===== src/legacy_decode_pkg.sv =====
/*
 * Constants for the legacy serial/parallel port positive decoder:
 * register indices and byte addresses, reset values, field layout,
 * and the table of legacy I/O ranges with the port that owns each.
 * Assumes a 16-bit primary I/O address and a 10-bit Avalon byte address.
 */
package legacy_decode_pkg;

    // Port count and range count
    localparam int NUM_PORTS  = 7;
    localparam int NUM_RANGES = 10;

    // Register indices as printed; byte address is four times the index
    localparam logic [7:0] ENABLES_IDX = 8'h68;
    localparam logic [7:0] MAP_IDX     = 8'h6A;
    localparam logic [7:0] STATUS_IDX  = 8'h80;

    localparam logic [9:0] ENABLES_ADDR = {ENABLES_IDX, 2'h0};
    localparam logic [9:0] MAP_ADDR     = {MAP_IDX, 2'h0};
    localparam logic [9:0] STATUS_ADDR  = {STATUS_IDX, 2'h0};

    // Reset values and field layout
    localparam logic [6:0]  ENABLES_RST = 7'h00;
    localparam logic [6:0]  MAP_RST     = 7'h00;
    localparam logic [15:0] REG_WIDE_RST = 16'h0000;
    localparam int          PORT_LSB    = 0;
    localparam int          PORT_MSB    = 6;
    localparam int          STAT_CLAIM  = 8;

    // Port bit positions
    localparam int SERIAL_PORT_A   = 0;
    localparam int SERIAL_PORT_B   = 1;
    localparam int SERIAL_PORT_C   = 2;
    localparam int SERIAL_PORT_D   = 3;
    localparam int PARALLEL_PORT_A = 4;
    localparam int PARALLEL_PORT_B = 5;
    localparam int PARALLEL_PORT_C = 6;

    // Range table, inclusive bounds
    localparam logic [15:0] RANGE_LO [NUM_RANGES] = '{
        16'h03F8, 16'h02F8, 16'h03E8, 16'h02E8, 16'h03BC,
        16'h07BC, 16'h0378, 16'h0778, 16'h0278, 16'h0678};
    localparam logic [15:0] RANGE_HI [NUM_RANGES] = '{
        16'h03FF, 16'h02FF, 16'h03EF, 16'h02EF, 16'h03BF,
        16'h07BF, 16'h037F, 16'h077B, 16'h027F, 16'h067B};

    // Which ranges belong to each port, bit r set for range r
    localparam logic [NUM_RANGES-1:0] OWNER_MASK [NUM_PORTS] = '{
        10'h001, 10'h002, 10'h004, 10'h008,
        10'h030, 10'h0C0, 10'h300};

    // Bus slave handshake
    typedef enum logic {BUS_IDLE, BUS_ACK} bus_state_t;

endpackage : legacy_decode_pkg


===== src/io_range_match.sv =====
/*
 * Inclusive range comparator for one legacy I/O range.
 * Assumes the address is stable for the cycle it is compared in.
 */
`timescale 1ns/100ps
module io_range_match #(
    parameter logic [15:0] LO = 16'h0000,
    parameter logic [15:0] HI = 16'h0000
) (
    input  wire logic [15:0] addr,
    output wire logic        hit
);

    // Pure compare, no storage
    assign hit = (addr >= LO) && (addr <= HI);

endmodule : io_range_match


===== src/legacy_io_port_positive_decode.sv =====
/*
 * Legacy serial and parallel port positive decode for a bridge primary
 * interface, with its two control registers on an Avalon-MM slave.
 * Assumes IO_CYCLE, IO_ADDR and IO_WINDOW_HIT come from the primary bus
 * logic on MCLK, and that the Avalon master holds its request until it
 * sees waitrequest low.
 */
// The Avalon-MM interface to the registers was decided locally.
`timescale 1ns/100ps
// Overview of operation
// Enable bit 0 decodes 3F8h-3FFh, serial A
// Enable bit 1 decodes 2F8h-2FFh, serial B
// Enable bit 2 decodes 3E8h-3EFh, serial C
// Enable bit 3 decodes 2E8h-2EFh, serial D
// Enable bit 4 decodes 3BCh-3BFh, 7BCh-7BFh
// Enable bit 5 decodes 378h-37Fh, 778h-77Bh
// Enable bit 6 decodes 278h-27Fh, 678h-67Bh
// Map bit one includes, zero excludes range
// Covering enabled I/O window still claims
// Map register at 6Ah, resets to zero
// Map bits: 6-4 parallel, 3-0 serial
// Enable register at 68h, resets to zero
// Bits 15 to 7 read zero, ignore writes
module legacy_io_port_positive_decode (
    input  wire logic        MCLK,
    input  wire logic        RSTN,
    input  wire logic [9:0]  AVS_ADDRESS,
    input  wire logic        AVS_READ,
    input  wire logic        AVS_WRITE,
    input  wire logic [31:0] AVS_WRITEDATA,
    input  wire logic [3:0]  AVS_BYTEENABLE,
    output logic      [31:0] AVS_READDATA,
    output logic             AVS_WAITREQUEST,
    input  wire logic        IO_CYCLE,
    input  wire logic [15:0] IO_ADDR,
    input  wire logic        IO_WINDOW_HIT,
    output logic             IO_CLAIM,
    output logic      [6:0]  IO_PORT_HIT
);

    // Register state
    legacy_decode_pkg::bus_state_t state_q;
    legacy_decode_pkg::bus_state_t state_d;
    logic [6:0]  enables_q;
    logic [6:0]  enables_d;
    logic [6:0]  map_q;
    logic [6:0]  map_d;
    logic [31:0] rdata_q;
    logic [31:0] rdata_d;
    logic        wait_q;
    logic        wait_d;
    logic        claim_q;
    logic        claim_d;
    logic [6:0]  port_hit_q;
    logic [6:0]  port_hit_d;
    logic [7:0]  last_q;
    logic [7:0]  last_d;

    // Decode nets
    wire logic [legacy_decode_pkg::NUM_RANGES-1:0] range_hit;
    wire logic [legacy_decode_pkg::NUM_PORTS-1:0]  port_in;
    wire logic [6:0] decoded;
    wire logic [6:0] included;

    // Bus nets
    wire logic        req;
    wire logic        take;
    wire logic        wr_fire;
    wire logic        sel_enables;
    wire logic        sel_map;
    wire logic        sel_status;
    wire logic [31:0] rd_word;

    // One comparator per legacy range
    genvar r;
    generate
        for (r = 0; r < legacy_decode_pkg::NUM_RANGES; r++) begin : g_range
            io_range_match #(
                .LO (legacy_decode_pkg::RANGE_LO[r]),
                .HI (legacy_decode_pkg::RANGE_HI[r])
            ) u_match (
                .addr (IO_ADDR),
                .hit  (range_hit[r])
            );
        end
    endgenerate

    // Fold ranges onto their owning port
    genvar p;
    generate
        for (p = 0; p < legacy_decode_pkg::NUM_PORTS; p++) begin : g_port
            assign port_in[p] = |(range_hit & legacy_decode_pkg::OWNER_MASK[p]);
        end
    endgenerate

    // Enable gates the decode, map decides primary inclusion
    assign decoded  = port_in & enables_q;
    assign included = decoded & map_q;

    // Window hit claims even when the port is excluded by its map bit
    assign claim_d    = IO_CYCLE & ((|included) | IO_WINDOW_HIT);
    assign port_hit_d = IO_CYCLE ? decoded : 7'h00;
    assign last_d     = IO_CYCLE ? {claim_d, decoded} : last_q;

    // Address decode of the register slave
    assign req         = AVS_READ | AVS_WRITE;
    assign take        = req & (state_q == legacy_decode_pkg::BUS_IDLE);
    assign wr_fire     = AVS_WRITE & (state_q == legacy_decode_pkg::BUS_ACK);
    assign sel_enables = AVS_ADDRESS == legacy_decode_pkg::ENABLES_ADDR;
    assign sel_map     = AVS_ADDRESS == legacy_decode_pkg::MAP_ADDR;
    assign sel_status  = AVS_ADDRESS == legacy_decode_pkg::STATUS_ADDR;

    // Upper bits are absent; unmapped addresses read zero
    assign rd_word = sel_enables ? {25'h0000000, enables_q} :
                     sel_map     ? {25'h0000000, map_q} :
                     sel_status  ? {23'h000000, last_q[7], 1'h0, last_q[6:0]} :
                                   32'h00000000;

    // One wait cycle, answer on the second edge
    assign state_d = take ? legacy_decode_pkg::BUS_ACK : legacy_decode_pkg::BUS_IDLE;
    assign wait_d  = ~take;
    assign rdata_d = take ? rd_word : rdata_q;

    // Only lane 0 holds bits; lane 1 writes are dropped
    assign enables_d = (wr_fire & sel_enables & AVS_BYTEENABLE[0]) ?
                       AVS_WRITEDATA[legacy_decode_pkg::PORT_MSB:legacy_decode_pkg::PORT_LSB] :
                       enables_q;
    assign map_d     = (wr_fire & sel_map & AVS_BYTEENABLE[0]) ?
                       AVS_WRITEDATA[legacy_decode_pkg::PORT_MSB:legacy_decode_pkg::PORT_LSB] :
                       map_q;

    // Bus handshake flops
    always_ff @(posedge MCLK or negedge RSTN) begin
        if (!RSTN) begin
            state_q <= legacy_decode_pkg::BUS_IDLE;
            wait_q  <= 1'b1;
            rdata_q <= 32'h00000000;
        end else begin
            state_q <= state_d;
            wait_q  <= wait_d;
            rdata_q <= rdata_d;
        end
    end

    // Control registers, all ports excluded after reset
    always_ff @(posedge MCLK or negedge RSTN) begin
        if (!RSTN) begin
            enables_q <= legacy_decode_pkg::ENABLES_RST;
            map_q     <= legacy_decode_pkg::MAP_RST;
        end else begin
            enables_q <= enables_d;
            map_q     <= map_d;
        end
    end

    // Registered claim keeps the outputs glitch free for the bus logic
    always_ff @(posedge MCLK or negedge RSTN) begin
        if (!RSTN) begin
            claim_q    <= 1'b0;
            port_hit_q <= 7'h00;
            last_q     <= 8'h00;
        end else begin
            claim_q    <= claim_d;
            port_hit_q <= port_hit_d;
            last_q     <= last_d;
        end
    end

    // Outputs straight from flops
    assign AVS_READDATA    = rdata_q;
    assign AVS_WAITREQUEST = wait_q;
    assign IO_CLAIM        = claim_q;
    assign IO_PORT_HIT     = port_hit_q;

    // Serial port A decode and claim
    a_serial_a_claim: assert property (@(posedge MCLK) disable iff (!RSTN)
        IO_CYCLE && IO_ADDR >= legacy_decode_pkg::RANGE_LO[0]
        && IO_ADDR <= legacy_decode_pkg::RANGE_HI[0] && enables_q[0] && map_q[0]
        |=> IO_CLAIM && IO_PORT_HIT[legacy_decode_pkg::SERIAL_PORT_A])
        else $error("serial port A range not claimed");

    // Serial port B decode
    a_serial_b_hit: assert property (@(posedge MCLK) disable iff (!RSTN)
        IO_CYCLE && IO_ADDR >= legacy_decode_pkg::RANGE_LO[1]
        && IO_ADDR <= legacy_decode_pkg::RANGE_HI[1]
        |=> IO_PORT_HIT[legacy_decode_pkg::SERIAL_PORT_B] == $past(enables_q[1]))
        else $error("serial port B hit wrong");

    // Serial port C decode
    a_serial_c_hit: assert property (@(posedge MCLK) disable iff (!RSTN)
        IO_CYCLE && IO_ADDR >= legacy_decode_pkg::RANGE_LO[2]
        && IO_ADDR <= legacy_decode_pkg::RANGE_HI[2]
        |=> IO_PORT_HIT[legacy_decode_pkg::SERIAL_PORT_C] == $past(enables_q[2]))
        else $error("serial port C hit wrong");

    // Serial port D decode
    a_serial_d_hit: assert property (@(posedge MCLK) disable iff (!RSTN)
        IO_CYCLE && IO_ADDR >= legacy_decode_pkg::RANGE_LO[3]
        && IO_ADDR <= legacy_decode_pkg::RANGE_HI[3]
        |=> IO_PORT_HIT[legacy_decode_pkg::SERIAL_PORT_D] == $past(enables_q[3]))
        else $error("serial port D hit wrong");

    // Parallel port A, upper alias range
    a_parallel_a_alias: assert property (@(posedge MCLK) disable iff (!RSTN)
        IO_CYCLE && IO_ADDR >= legacy_decode_pkg::RANGE_LO[5]
        && IO_ADDR <= legacy_decode_pkg::RANGE_HI[5] && enables_q[4]
        |=> IO_PORT_HIT == 7'h10)
        else $error("parallel port A alias not decoded");

    // Parallel port B, short upper range ends at 77Bh
    a_parallel_b_edge: assert property (@(posedge MCLK) disable iff (!RSTN)
        IO_CYCLE && IO_ADDR == legacy_decode_pkg::RANGE_HI[7] + 16'h0001
        |=> !IO_PORT_HIT[legacy_decode_pkg::PARALLEL_PORT_B])
        else $error("parallel port B decoded past its range");

    // Parallel port C, both ranges
    a_parallel_c_hit: assert property (@(posedge MCLK) disable iff (!RSTN)
        IO_CYCLE && ((IO_ADDR >= legacy_decode_pkg::RANGE_LO[8]
        && IO_ADDR <= legacy_decode_pkg::RANGE_HI[8])
        || (IO_ADDR >= legacy_decode_pkg::RANGE_LO[9]
        && IO_ADDR <= legacy_decode_pkg::RANGE_HI[9]))
        |=> IO_PORT_HIT[legacy_decode_pkg::PARALLEL_PORT_C] == $past(enables_q[6]))
        else $error("parallel port C hit wrong");

    // Excluded port with no window is not claimed
    a_map_exclude: assert property (@(posedge MCLK) disable iff (!RSTN)
        IO_CYCLE && !IO_WINDOW_HIT && ((port_in & enables_q & map_q) == 7'h00)
        |=> !IO_CLAIM)
        else $error("claim without included port or window");

    // Window claim overrides exclusion
    a_window_claim: assert property (@(posedge MCLK) disable iff (!RSTN)
        IO_CYCLE && IO_WINDOW_HIT |=> IO_CLAIM)
        else $error("covered window access not claimed");

    // Map register written only through its own address
    a_map_write: assert property (@(posedge MCLK) disable iff (!RSTN)
        $changed(map_q) |-> $past(AVS_WRITE && !AVS_WAITREQUEST
        && AVS_ADDRESS == legacy_decode_pkg::MAP_ADDR && AVS_BYTEENABLE[0]))
        else $error("map register changed without a write");

    // Enable register written only through its own address
    a_enables_write: assert property (@(posedge MCLK) disable iff (!RSTN)
        $changed(enables_q) |-> $past(AVS_WRITE && !AVS_WAITREQUEST
        && AVS_ADDRESS == legacy_decode_pkg::ENABLES_ADDR))
        else $error("enable register changed without a write");

    // Reserved bits read back as zero
    a_reserved_zero: assert property (@(posedge MCLK) disable iff (!RSTN)
        $fell(AVS_WAITREQUEST) && $past(AVS_ADDRESS) != legacy_decode_pkg::STATUS_ADDR
        |-> AVS_READDATA[31:7] == 25'h0000000)
        else $error("reserved bits read nonzero");

    // Every request answered on the second edge, for one cycle
    a_bus_answer: assert property (@(posedge MCLK) disable iff (!RSTN)
        $rose(AVS_READ || AVS_WRITE) && AVS_WAITREQUEST
        |=> !AVS_WAITREQUEST ##1 AVS_WAITREQUEST)
        else $error("bus answer timing wrong");

    // Serial port A stays dark while its enable bit is clear
    a_serial_a_off: assert property (@(posedge MCLK) disable iff (!RSTN)
        IO_CYCLE && !enables_q[legacy_decode_pkg::SERIAL_PORT_A]
        && IO_ADDR >= legacy_decode_pkg::RANGE_LO[0]
        && IO_ADDR <= legacy_decode_pkg::RANGE_HI[0]
        |=> !IO_PORT_HIT[legacy_decode_pkg::SERIAL_PORT_A])
        else $error("disabled serial port A decoded");

    // Map bit clear and no window, so nothing may claim
    a_serial_a_excl: assert property (@(posedge MCLK) disable iff (!RSTN)
        IO_CYCLE && !IO_WINDOW_HIT && !map_q[legacy_decode_pkg::SERIAL_PORT_A]
        && IO_ADDR >= legacy_decode_pkg::RANGE_LO[0]
        && IO_ADDR <= legacy_decode_pkg::RANGE_HI[0]
        |=> !IO_CLAIM)
        else $error("excluded serial port A claimed");

    // Parallel port A, lower range
    a_parallel_a_low: assert property (@(posedge MCLK) disable iff (!RSTN)
        IO_CYCLE && IO_ADDR >= legacy_decode_pkg::RANGE_LO[4]
        && IO_ADDR <= legacy_decode_pkg::RANGE_HI[4]
        |=> IO_PORT_HIT[legacy_decode_pkg::PARALLEL_PORT_A] == $past(enables_q[4]))
        else $error("parallel port A hit wrong");

    // Parallel port B, both ranges
    a_parallel_b_hit: assert property (@(posedge MCLK) disable iff (!RSTN)
        IO_CYCLE && ((IO_ADDR >= legacy_decode_pkg::RANGE_LO[6]
        && IO_ADDR <= legacy_decode_pkg::RANGE_HI[6])
        || (IO_ADDR >= legacy_decode_pkg::RANGE_LO[7]
        && IO_ADDR <= legacy_decode_pkg::RANGE_HI[7]))
        |=> IO_PORT_HIT[legacy_decode_pkg::PARALLEL_PORT_B] == $past(enables_q[5]))
        else $error("parallel port B hit wrong");

    // Outputs drop back to zero between cycles
    a_idle_quiet: assert property (@(posedge MCLK) disable iff (!RSTN)
        !IO_CYCLE |=> IO_PORT_HIT == 7'h00 && !IO_CLAIM)
        else $error("decode output without an I/O cycle");

    // Enable register cleared on leaving reset
    a_enables_reset: assert property (@(posedge MCLK) disable iff (!RSTN)
        $rose(RSTN) |-> enables_q == legacy_decode_pkg::ENABLES_RST)
        else $error("enable register not cleared by reset");

    // Map register cleared on leaving reset
    a_map_reset: assert property (@(posedge MCLK) disable iff (!RSTN)
        $rose(RSTN) |-> map_q == legacy_decode_pkg::MAP_RST)
        else $error("map register not cleared by reset");

    // Enable register read returns its bits in the low lane only
    a_enables_read: assert property (@(posedge MCLK) disable iff (!RSTN)
        $fell(AVS_WAITREQUEST) && $past(AVS_READ)
        && $past(AVS_ADDRESS) == legacy_decode_pkg::ENABLES_ADDR
        |-> AVS_READDATA == {25'h0000000, $past(enables_q)})
        else $error("enable register read back wrong");

endmodule : legacy_io_port_positive_decode


===== config.mk =====
export PLATFORM = sky130hd
export DESIGN_NAME = legacy_io_port_positive_decode
export DESIGN_NICKNAME = d
export VERILOG_FILES = /design/src/legacy_decode_pkg.sv /design/src/io_range_match.sv /design/src/legacy_io_port_positive_decode.sv
export SDC_FILE = /design/constraint.sdc
export NUM_CORES = 1
export LEC_CHECK = 0
export BUFFER_PORTS_ARGS = -buffer_cell sky130_fd_sc_hd__buf_4
export CORE_MARGIN = 10
export CORE_UTILIZATION = 48
export DETAILED_ROUTE_END_ITERATION = 8
export GPL_ROUTABILITY_DRIVEN = 0
export PLACE_DENSITY = 0.85
export SLEW_MARGIN = 10
export SYNTH_ARGS = -nofsm -noshare
export SYNTH_HDL_FRONTEND = slang
export SYNTH_SLANG_ARGS = --single-unit

===== constraint.sdc =====
create_clock -name MCLK -period 3.3 [get_ports MCLK]
set_input_delay 0.66 -clock MCLK [delete_from_list [all_inputs] [get_ports MCLK]]
set_output_delay 0.66 -clock MCLK [all_outputs]
set_load 0.03 [all_outputs]

After elaboration in Yosys (flattened, before gate mapping). Cells that the tools add are included. Widths: inputs -> output; s select.

Order comparisons: 20. Equality and inequality tests: 3. Muxes and demuxes: 5. Bitwise logic cells: 13. Reduce and logical (&&, ||, !) cells: 14.

Operator list (number): $ge 16x10->1 const B (7); $le 16x10->1 const B (7); $ge 16x11->1 const B (3); $le 16x11->1 const B (3); $mux 9 (3); $eq 10x9->1 const B (2); $and 7x7->7 (2); $eq 10x10->1 const B (1); $logic_and 1x1->1 (10); $and 1x1->1 (7); $mux 7 (1); $reduce_or 7->1 (1); $reduce_or 2->1 (3); $not 1->1 (2); $or 1x1->1 (2); $mux 1 (1).

Register bits: 64. Input port bits: 68. Output and inout port bits: 41. Word-level logic and storage cells: 63.

Depth between registers and ports, before layout. Gate-level depths: netlist of run 1.

Depth in word-level cells: 8. Mapped depth: 6. Depth with buffers taken out: 5.

Hierarchy. Synthesis of run 1 repeated with hierarchy kept, for this count alone.

Cell total of the unflattened synthesis: 222. Area total of the unflattened synthesis: 2316.0 um^2.

Modules (own cells, without submodules): legacy_io_port_positive_decode (instances 1, cells an instance 172, area an instance 1873.0 um^2, seq. area each 1002.2 um^2); io_range_match (g_range[3].u_match ...) (instances 3, cells an instance 5, area an instance 43.8 um^2, seq. area each 0.0 um^2); io_range_match (g_range[1].u_match ...) (instances 3, cells an instance 5, area an instance 42.5 um^2, seq. area each 0.0 um^2); io_range_match (g_range[9].u_match) (instances 1, cells an instance 5, area an instance 50.0 um^2, seq. area each 0.0 um^2); io_range_match (g_range[7].u_match) (instances 1, cells an instance 5, area an instance 47.5 um^2, seq. area each 0.0 um^2); io_range_match (g_range[5].u_match) (instances 1, cells an instance 5, area an instance 46.3 um^2, seq. area each 0.0 um^2); io_range_match (g_range[0].u_match) (instances 1, cells an instance 5, area an instance 40.0 um^2, seq. area each 0.0 um^2).

Worst setup path after synthesis of run 1. Ideal clock, no wire load.

Path kind: input to register. Start: input port AVS_ADDRESS[1]. End: register enables_q[0]. Library setup time: 125 ps. Data arrival time: 2112 ps. Path slack: 1064 ps. Cell stages on the path: 5. Cell sequence: or4_4 > nor3_2 > nand2_2 > nor2_2 > mux2_2.

Cells in the longest elaborated chain, start to end: 3.

Ends and longest elaborated chain: from (decl) (RTL line legacy_io_port_positive_decode.sv:27) `input wire logic [9:0] AVS_ADDRESS,`; $eq 10x9->1 (RTL line legacy_io_port_positive_decode.sv:109) `assign sel_enables = AVS_ADDRESS == legacy_decode_pkg::ENABLES_ADDR;`; $and 1x1->1 (2 in a row) (RTL line legacy_io_port_positive_decode.sv:125) `assign enables_d = (wr_fire & sel_enables & AVS_BYTEENABLE[0]) ?`; to (signal assigned) (RTL line legacy_io_port_positive_decode.sv:148) `enables_q <= legacy_decode_pkg::ENABLES_RST;`; to (signal assigned) (RTL line legacy_io_port_positive_decode.sv:151) `enables_q <= enables_d;`; to (decl) (RTL line legacy_io_port_positive_decode.sv:44) `logic [6:0] enables_q;`.

No other way between the ends. A chain may end at the register's enable or synchronous reset.

Worst setup path in the final report of run 1.
Start: input port AVS_ADDRESS[1]. End: register enables_q[5].

The elaborated chain is that of the path after synthesis.

==> metrics.cfg, run 1 <==
[clock_tree]
cts_max_path_buffers = 2
clock_sinks = 40
htree_num_levels = 2
cts_tree = built
root_buffer = clkbuf_8
numCtsBuffers = 5
clkTransAtPathRegs_ns = 0.08
clk-insertion-delay-late_ns = 0.29
cts.repair.resized = 0
cts_hold_buf = 0
post_cts_buffers = 0

[layout]
syn_to_final_growth_pct = 22.0
layout-drive-gt1-share_pct = 37.5
final_common_cell = buf_4
antenna_cells = 0
final_nets = 315
mostFrequentLayoutCells = 57 x buf_4, 39 x dfrtp_1, 24 x conb_1

[detailed_routing]
wl_met2_um = 2710
wire_per_inst_um = 16.9
routed.top_layer = met4
first_pass_iters = 4
dr_wl_met3_um = 383
drt_iter0_drc = 125
vias = 1586
remaining_drc_errors = 0
postRouteAntennaNets = 0
avgViaCountPerCell = 5.32
met1_length_um = 1880
wl_um = 5030

[power]
power_leakage_nw = 1.30
power_density_mw_per_mm2 = 371
power.total_mw = 0.933
max-vdd-ir-drop_uv = 297

[sta]
max_freq_ghz = 0.442
rsz0062_at_grt = false
final.min_clock_period_ns = 2.26
skew_ns = 0.00621
maxSlewViolCount = 0
maxSlewHeadroom_pct = 43.4
setup_viol = 0
post-route-period-util_pct = 68.6
fin_setup_tns_ns = 0
tightest_slew_ns = 0.828
hold_violations = 0

[logic_synthesis]
yosys_warnings = 0
synth_top_flop_cell = dfrtp_1
syn_area_per_cell_um2 = 10.9
ys_top_cells_by_area = dfrtp_1 47%, buf_4 9.1%, mux2_2 7.6%, nand2_1 3.1%, a221oi_1 2.5%
synth_top_area_share_pct = 47.3
synth_seq_area_share_pct = 48.6
postSynth.asyncResetShare_pct = 100
synth_top_cell_by_area = dfrtp_1
netlist_instances = 189
synth_cell_types = 47
syn-cell-area_mm2 = 0.00206
synth_seq_cells = 40
synth_edf_count = 0

[floorplan]
die_area_mm2 = 0.00732
die-width_um = 85.5
core_mm2 = 0.00409
num_rows = 23
ios = 109
fp.dieH_um = 85.5
start_util_pct = 50.5

[flow_run]
max_cap_viol_count = 0

[global_routing]
antenna_found_initial = 0
grt_pass1_vias = 1628
grt_pass1_wl_um = 7920
grt-ovfl-total = 0
grt_usage_pct = 13.2
grt_start_max_net_pins = 41

[critical_path]
critPathArrivalTime_ns = 2.44
r2r_cells = 5
critPathLaunchType = primary input
r2r_slack_ns = 1.61
cp_data_required_time_ns = 3.48
rr_endpoint = last_q[7]$_DFFE_PN0P_
r2r_start = enables_q[5]$_DFFE_PN0P_
path_class = primary input to register
crit_fanout = 7
critPathCaptureType = register

[placed_design]
hpwl_um = 4090
portBuffers = 56

[hold_path]
min_path_type = primary input to async pin

[outcome]
status = finished clean

## through the flow
stage / util [%] / hold slack (ns) / area, um^2 / setup WS [ns] / instances
after floorplan: - / 0.364 / 2150 / 1.06 / 212
after global placement: 59.6 / 0.456 / 2430 / 0.762 / 290
after detailed placement: 59.6 / 0.473 / 2430 / 0.715 / 290
after CTS: 61.5 / 0.340 / 2510 / 1.02 / 298
after global routing: 61.5 / 0.361 / 2510 / 0.940 / 298
final: 61.5 / 0.328 / 2510 / 1.04 / 298
## power breakdown
part / internal (mW) / leakage (nW) / total [mW] / switching [mW]
Clock: 0.148 / 0.0422 / 0.304 / 0.155
Sequential: 0.496 / 0.551 / 0.499 / 0.00277
Combinational: 0.0443 / 0.706 / 0.130 / 0.0856
Total: 0.689 / 1.30 / 0.933 / 0.244
## worst max-delay path by stage
stage / from / endpoint / slack (ns) / cells after the start
3_5_place_dp: AVS_ADDRESS[1] / enables_q[5]$_DFFE_PN0P_ / 0.72 / 6
3_3_place_gp: AVS_ADDRESS[1] / enables_q[2]$_DFFE_PN0P_ / 0.76 / 6
5_1_grt: AVS_ADDRESS[1] / enables_q[5]$_DFFE_PN0P_ / 0.94 / 6
4_1_cts: AVS_ADDRESS[1] / enables_q[5]$_DFFE_PN0P_ / 1.02 / 6
6_report: AVS_ADDRESS[1] / enables_q[5]$_DFFE_PN0P_ / 1.04 / 6
2_1_floorplan: AVS_ADDRESS[1] / enables_q[0]$_DFFE_PN0P_ / 1.06 / 5
## sequential cells by signal, summed over array words and instances (netlist names)
name / cells
AVS_READDATA: 8
AVS_WAITREQUEST: 1
IO_CLAIM: 1
IO_PORT_HIT: 7
enables_q: 7
last_q: 8
map_q: 7
state_q: 1
## kinds of logic after synthesis
logic type             Yosys count  synth area share [%]
AOI/OAI and AO/OA               33                  11.8
buffers and inverters           34                  10.9
DFF                             40                  48.6
muxes                           15                  8.13
other                            1                 0.182
and+or+nand+nor                 66                  20.4
## synthesized netlist by cell type, types with 2 or more instances
| library cell | number |
|---|---|
| a21o_1 | 5 |
| a21oi_1 | 3 |
| a221oi_1 | 6 |
| and3_2 | 3 |
| and4b_1 | 3 |
| buf_4 | 25 |
| clkbuf_1 | 2 |
| dfrtp_1 | 39 |
| inv_1 | 5 |
| mux2_2 | 14 |
| nand2_1 | 17 |
| nand3_1 | 7 |
| nand4_1 | 3 |
| nor2_1 | 11 |
| nor2b_1 | 3 |
| nor3_1 | 2 |
| nor3_2 | 2 |
| o21ai_0 | 5 |
| o31ai_1 | 6 |
## area by class of cell
class	count	area, um^2
Fill cell	349	1570
Sequential cell	40	1000
Multi-Input combinational cell	138	922
Timing Repair Buffer	57	428
Clock buffer	7	76.3
Tap cell	50	62.6
Inverter	5	18.8
Clock inverter	1	5.00
## layer usage
metal	track usage (%)	up-vias
met5	0	-
met4	4.34	0
met3	5.11	8
met2	22.3	57
met1	14.8	764
li1	-	757
## worst max-delay path, stage by stage
cell and delay (ns):
buf_4 0.11, or4_4 0.57, nor3_2 0.22, nand2_2 0.16, nor2_2 0.34, mux2_2 0.38
Note: power is estimated with default switching activity, not from simulation.
==> run 2, diff against run 1 <==
--- a/config.mk
+++ b/config.mk
@@ -7,10 +7,10 @@
 export LEC_CHECK = 0
 export BUFFER_PORTS_ARGS = -buffer_cell sky130_fd_sc_hd__buf_4
 export CORE_MARGIN = 10
-export CORE_UTILIZATION = 48
+export CORE_UTILIZATION = 41
 export DETAILED_ROUTE_END_ITERATION = 8
 export GPL_ROUTABILITY_DRIVEN = 0
-export PLACE_DENSITY = 0.85
+export PLACE_DENSITY = 0.77
 export SLEW_MARGIN = 10
 export SYNTH_ARGS = -nofsm -noshare
 export SYNTH_HDL_FRONTEND = slang
==> constraint.sdc (replaced) <==
create_clock -name MCLK -period 1.9 [get_ports MCLK]
set_input_delay 0.38 -clock MCLK [delete_from_list [all_inputs] [get_ports MCLK]]
set_output_delay 0.38 -clock MCLK [all_outputs]
set_load 0.03 [all_outputs]
==> run 2 against run 1 <==
  * Utilization decreased by 6.7 points
  * Power is 78% higher
  * Clock power rose by 85%
  * Cell count up 9.1%
  * Sequential share of layout area is 1.7 points lower
  * Global-route usage is 0.44 points lower
  * Clock-buffer cell count increased by 1
  * Design area increased by 4.4%
  * Routed wire length rose by 3.0%
  * Worst hold slack lost 0.28 ns
  * Sequential power grew 74%
  * Largest cell class unchanged
==> metrics.cfg, run 2 (synthesis gave the netlist of run 1 again) <==
[power]
power.total_mw = 1.66  ; +78%
switching_share_pct = 25.5  ; -0.66 points
p_clk_share_pct = 33.9  ; +1.4 points
internal-power_mw = 1.24  ; +80%
p_switching_mw = 0.423  ; +74%
p_comb_share_pct = 13.9  ; about the same
power_leakage_nw = 1.35  ; +4.2%
max-vdd-ir-drop_uv = 402  ; +35%
power_density_mw_per_mm2 = 633  ; +71%
seqPwrFrac_pct = 52.2  ; -1.3 points

[detailed_routing]
first_pass_iters = 4  ; unchanged
wire_per_inst_um = 16.0  ; -5.6%
wl_um = 5180  ; +3.0%
postRouteAntennaNets = 0  ; unchanged
drt_iter0_drc = 73  ; -42%
remaining_drc_errors = 0  ; unchanged
avgViaCountPerCell = 5.00  ; -6.1%
vias = 1624  ; +2.4%

[floorplan]
core_mm2 = 0.00479  ; +17%
num_rows = 25  ; +8.7%
ios = 109  ; unchanged
fp.dieH_um = 90.9  ; +6.3%
die-width_um = 90.9  ; +6.3%
start_util_pct = 43.1  ; -7.4 points
die_area_mm2 = 0.00827  ; +13%

[clock_tree]
htree_num_levels = 2  ; unchanged
numCtsBuffers = 5  ; unchanged
clkTransAtPathRegs_ns = 0.07  ; about the same
root_buffer = clkbuf_8
clk-insertion-delay-late_ns = 0.29  ; about the same
post_cts_buffers = 0  ; unchanged
cts_hold_buf = 0  ; unchanged
cts_tree = built
clock_sinks = 40  ; unchanged
cts_max_path_buffers = 2  ; unchanged
cts.repair.resized = 0  ; unchanged

[critical_path]
crit_start = AVS_ADDRESS[1]
r2r_start = enables_q[0]$_DFFE_PN0P_
r2r_cells = 5  ; unchanged
cpLargestDelayFamily = simple AND/OR/NAND/NOR gates
rr_endpoint = IO_CLAIM$_DFF_PN0_
critPathArrivalTime_ns = 1.97  ; -0.47 ns
r2r_slack_ns = 0.31  ; -1.30 ns
crit_chain = buf_4 > or4_4 > nor3_2 > nand2_2 > nor2_4 > mux2_2
path_class = primary input to register
slowest_delay_ns = 0.57  ; about the same
critical_path.endpoint = enables_q[1]$_DFFE_PN0P_
cp_data_required_time_ns = 2.07  ; -1.41 ns
critPathSlowestCell = or4_4
critPathLaunchType = primary input
crit_fanout = 7  ; unchanged
path_depth = 6  ; unchanged
critPathCaptureType = register
path_buf_inv = 1  ; unchanged

[layout]
final_area_mm2 = 0.00263  ; +4.4%
final_common_cell = buf_4
seq_area_mm2 = 0.00100  ; unchanged
final_nets = 325  ; +3.2%
final_cells = 325  ; +9.1%
final_core_util_pct = 54.8  ; -6.7 points
syn_to_final_growth_pct = 27.3
antenna_cells = 0  ; unchanged
mostFrequentLayoutCells = 67 x buf_4, 39 x dfrtp_1, 24 x conb_1
nFillCells = 450  ; +29%
layout-drive-gt1-share_pct = 39.9  ; +2.4 points
multi_input_area_um2 = 927  ; +0.54%

[placed_design]
portBuffers = 56  ; unchanged
dpl-instance-area_mm2 = 0.00253  ; +4.2%
placed_cells = 317  ; +9.3%
hpwl_um = 4170  ; +1.9%

[sta]
final.min_clock_period_ns = 1.79
skew_ns = 0.00524  ; -0.000971 ns
setup_viol = 0  ; unchanged
rsz0062_at_grt = false
post-route-period-util_pct = 94.4
hold_violations = 0  ; unchanged
max_freq_ghz = 0.558
maxSlewViolCount = 0  ; unchanged

[global_routing]
grt_start_max_net_pins = 41  ; unchanged
grt_usage_pct = 12.7  ; -0.44 points
grt_pass1_vias = 1763  ; +8.3%
antenna_found_initial = 0  ; unchanged
grt-ovfl-total = 0  ; unchanged
grt_pass1_wl_um = 8710  ; +10%

[flow_run]
max_cap_viol_count = 0  ; unchanged

[outcome]
status = finished clean

[hold_path]
min_path_type = primary input to async pin

## run 2: changes by cell type in the layout (fill, tap and decap cells not counted), sizes merged
cell    delta
clkbuf     +1
buf       +10
clkinv     -1
## run 2: routing by layer
| metal | global-route usage, % | share of wire [%] | vias up |
|---|---|---|---|
| li1 | - | - | 773 |
| met1 | 14.6 | 39 | 782 |
| met2 | 21.5 | 52 | 59 |
| met3 | 4.57 | 7.7 | 10 |
| met4 | 4.57 | 1.5 | 0 |
| met5 | 0 | 0 | - |
## run 2: power groups by stage
stage	logic, mW	clock network (mW)	registers (mW)
final	0.231	0.563	0.867
after global routing	0.251	0.611	0.868
after CTS	0.229	0.575	0.867
after detailed placement	0.228	0	0.883
after global placement	0.225	0	0.883
after floorplan	0.145	0	0.890
## run 2: through the flow
step | setup WS (ns) | hold WS, ns | setup TNS, ns
after global routing | 0.0302 | 0.0813 | 0
after detailed placement | -0.223 | 0.378 | -3.60
final | 0.107 | 0.0443 | 0
after CTS | 0.0849 | 0.0631 | 0
after floorplan | 0.0164 | 0.0844 | 0
after global placement | -0.177 | 0.374 | -2.92
## run 2: layout make-up
type	instances	area share [%]
repair buffers	67	19.2
inverters	5	0.715
multi-input cells	138	35.3
clock buffers	8	3.43
flip-flops and latches	40	38.2
well taps	67	3.19
## run 2: how the worst min path moves through the flow
stage | slack [ns] | endpoint | cells past startpoint
final | 0.04 | state_q$_DFF_PN0_ | 1
after global routing | 0.08 | IO_PORT_HIT[1]$_DFF_PN0_ | 1
after CTS | 0.06 | state_q$_DFF_PN0_ | 1
after detailed placement | 0.38 | AVS_READDATA[1]$_DFFE_PN0P_ | 1
after global placement | 0.37 | AVS_READDATA[8]$_DFFE_PN0P_ | 1
after floorplan | 0.08 | AVS_READDATA[0]$_DFFE_PN0P_ | 0
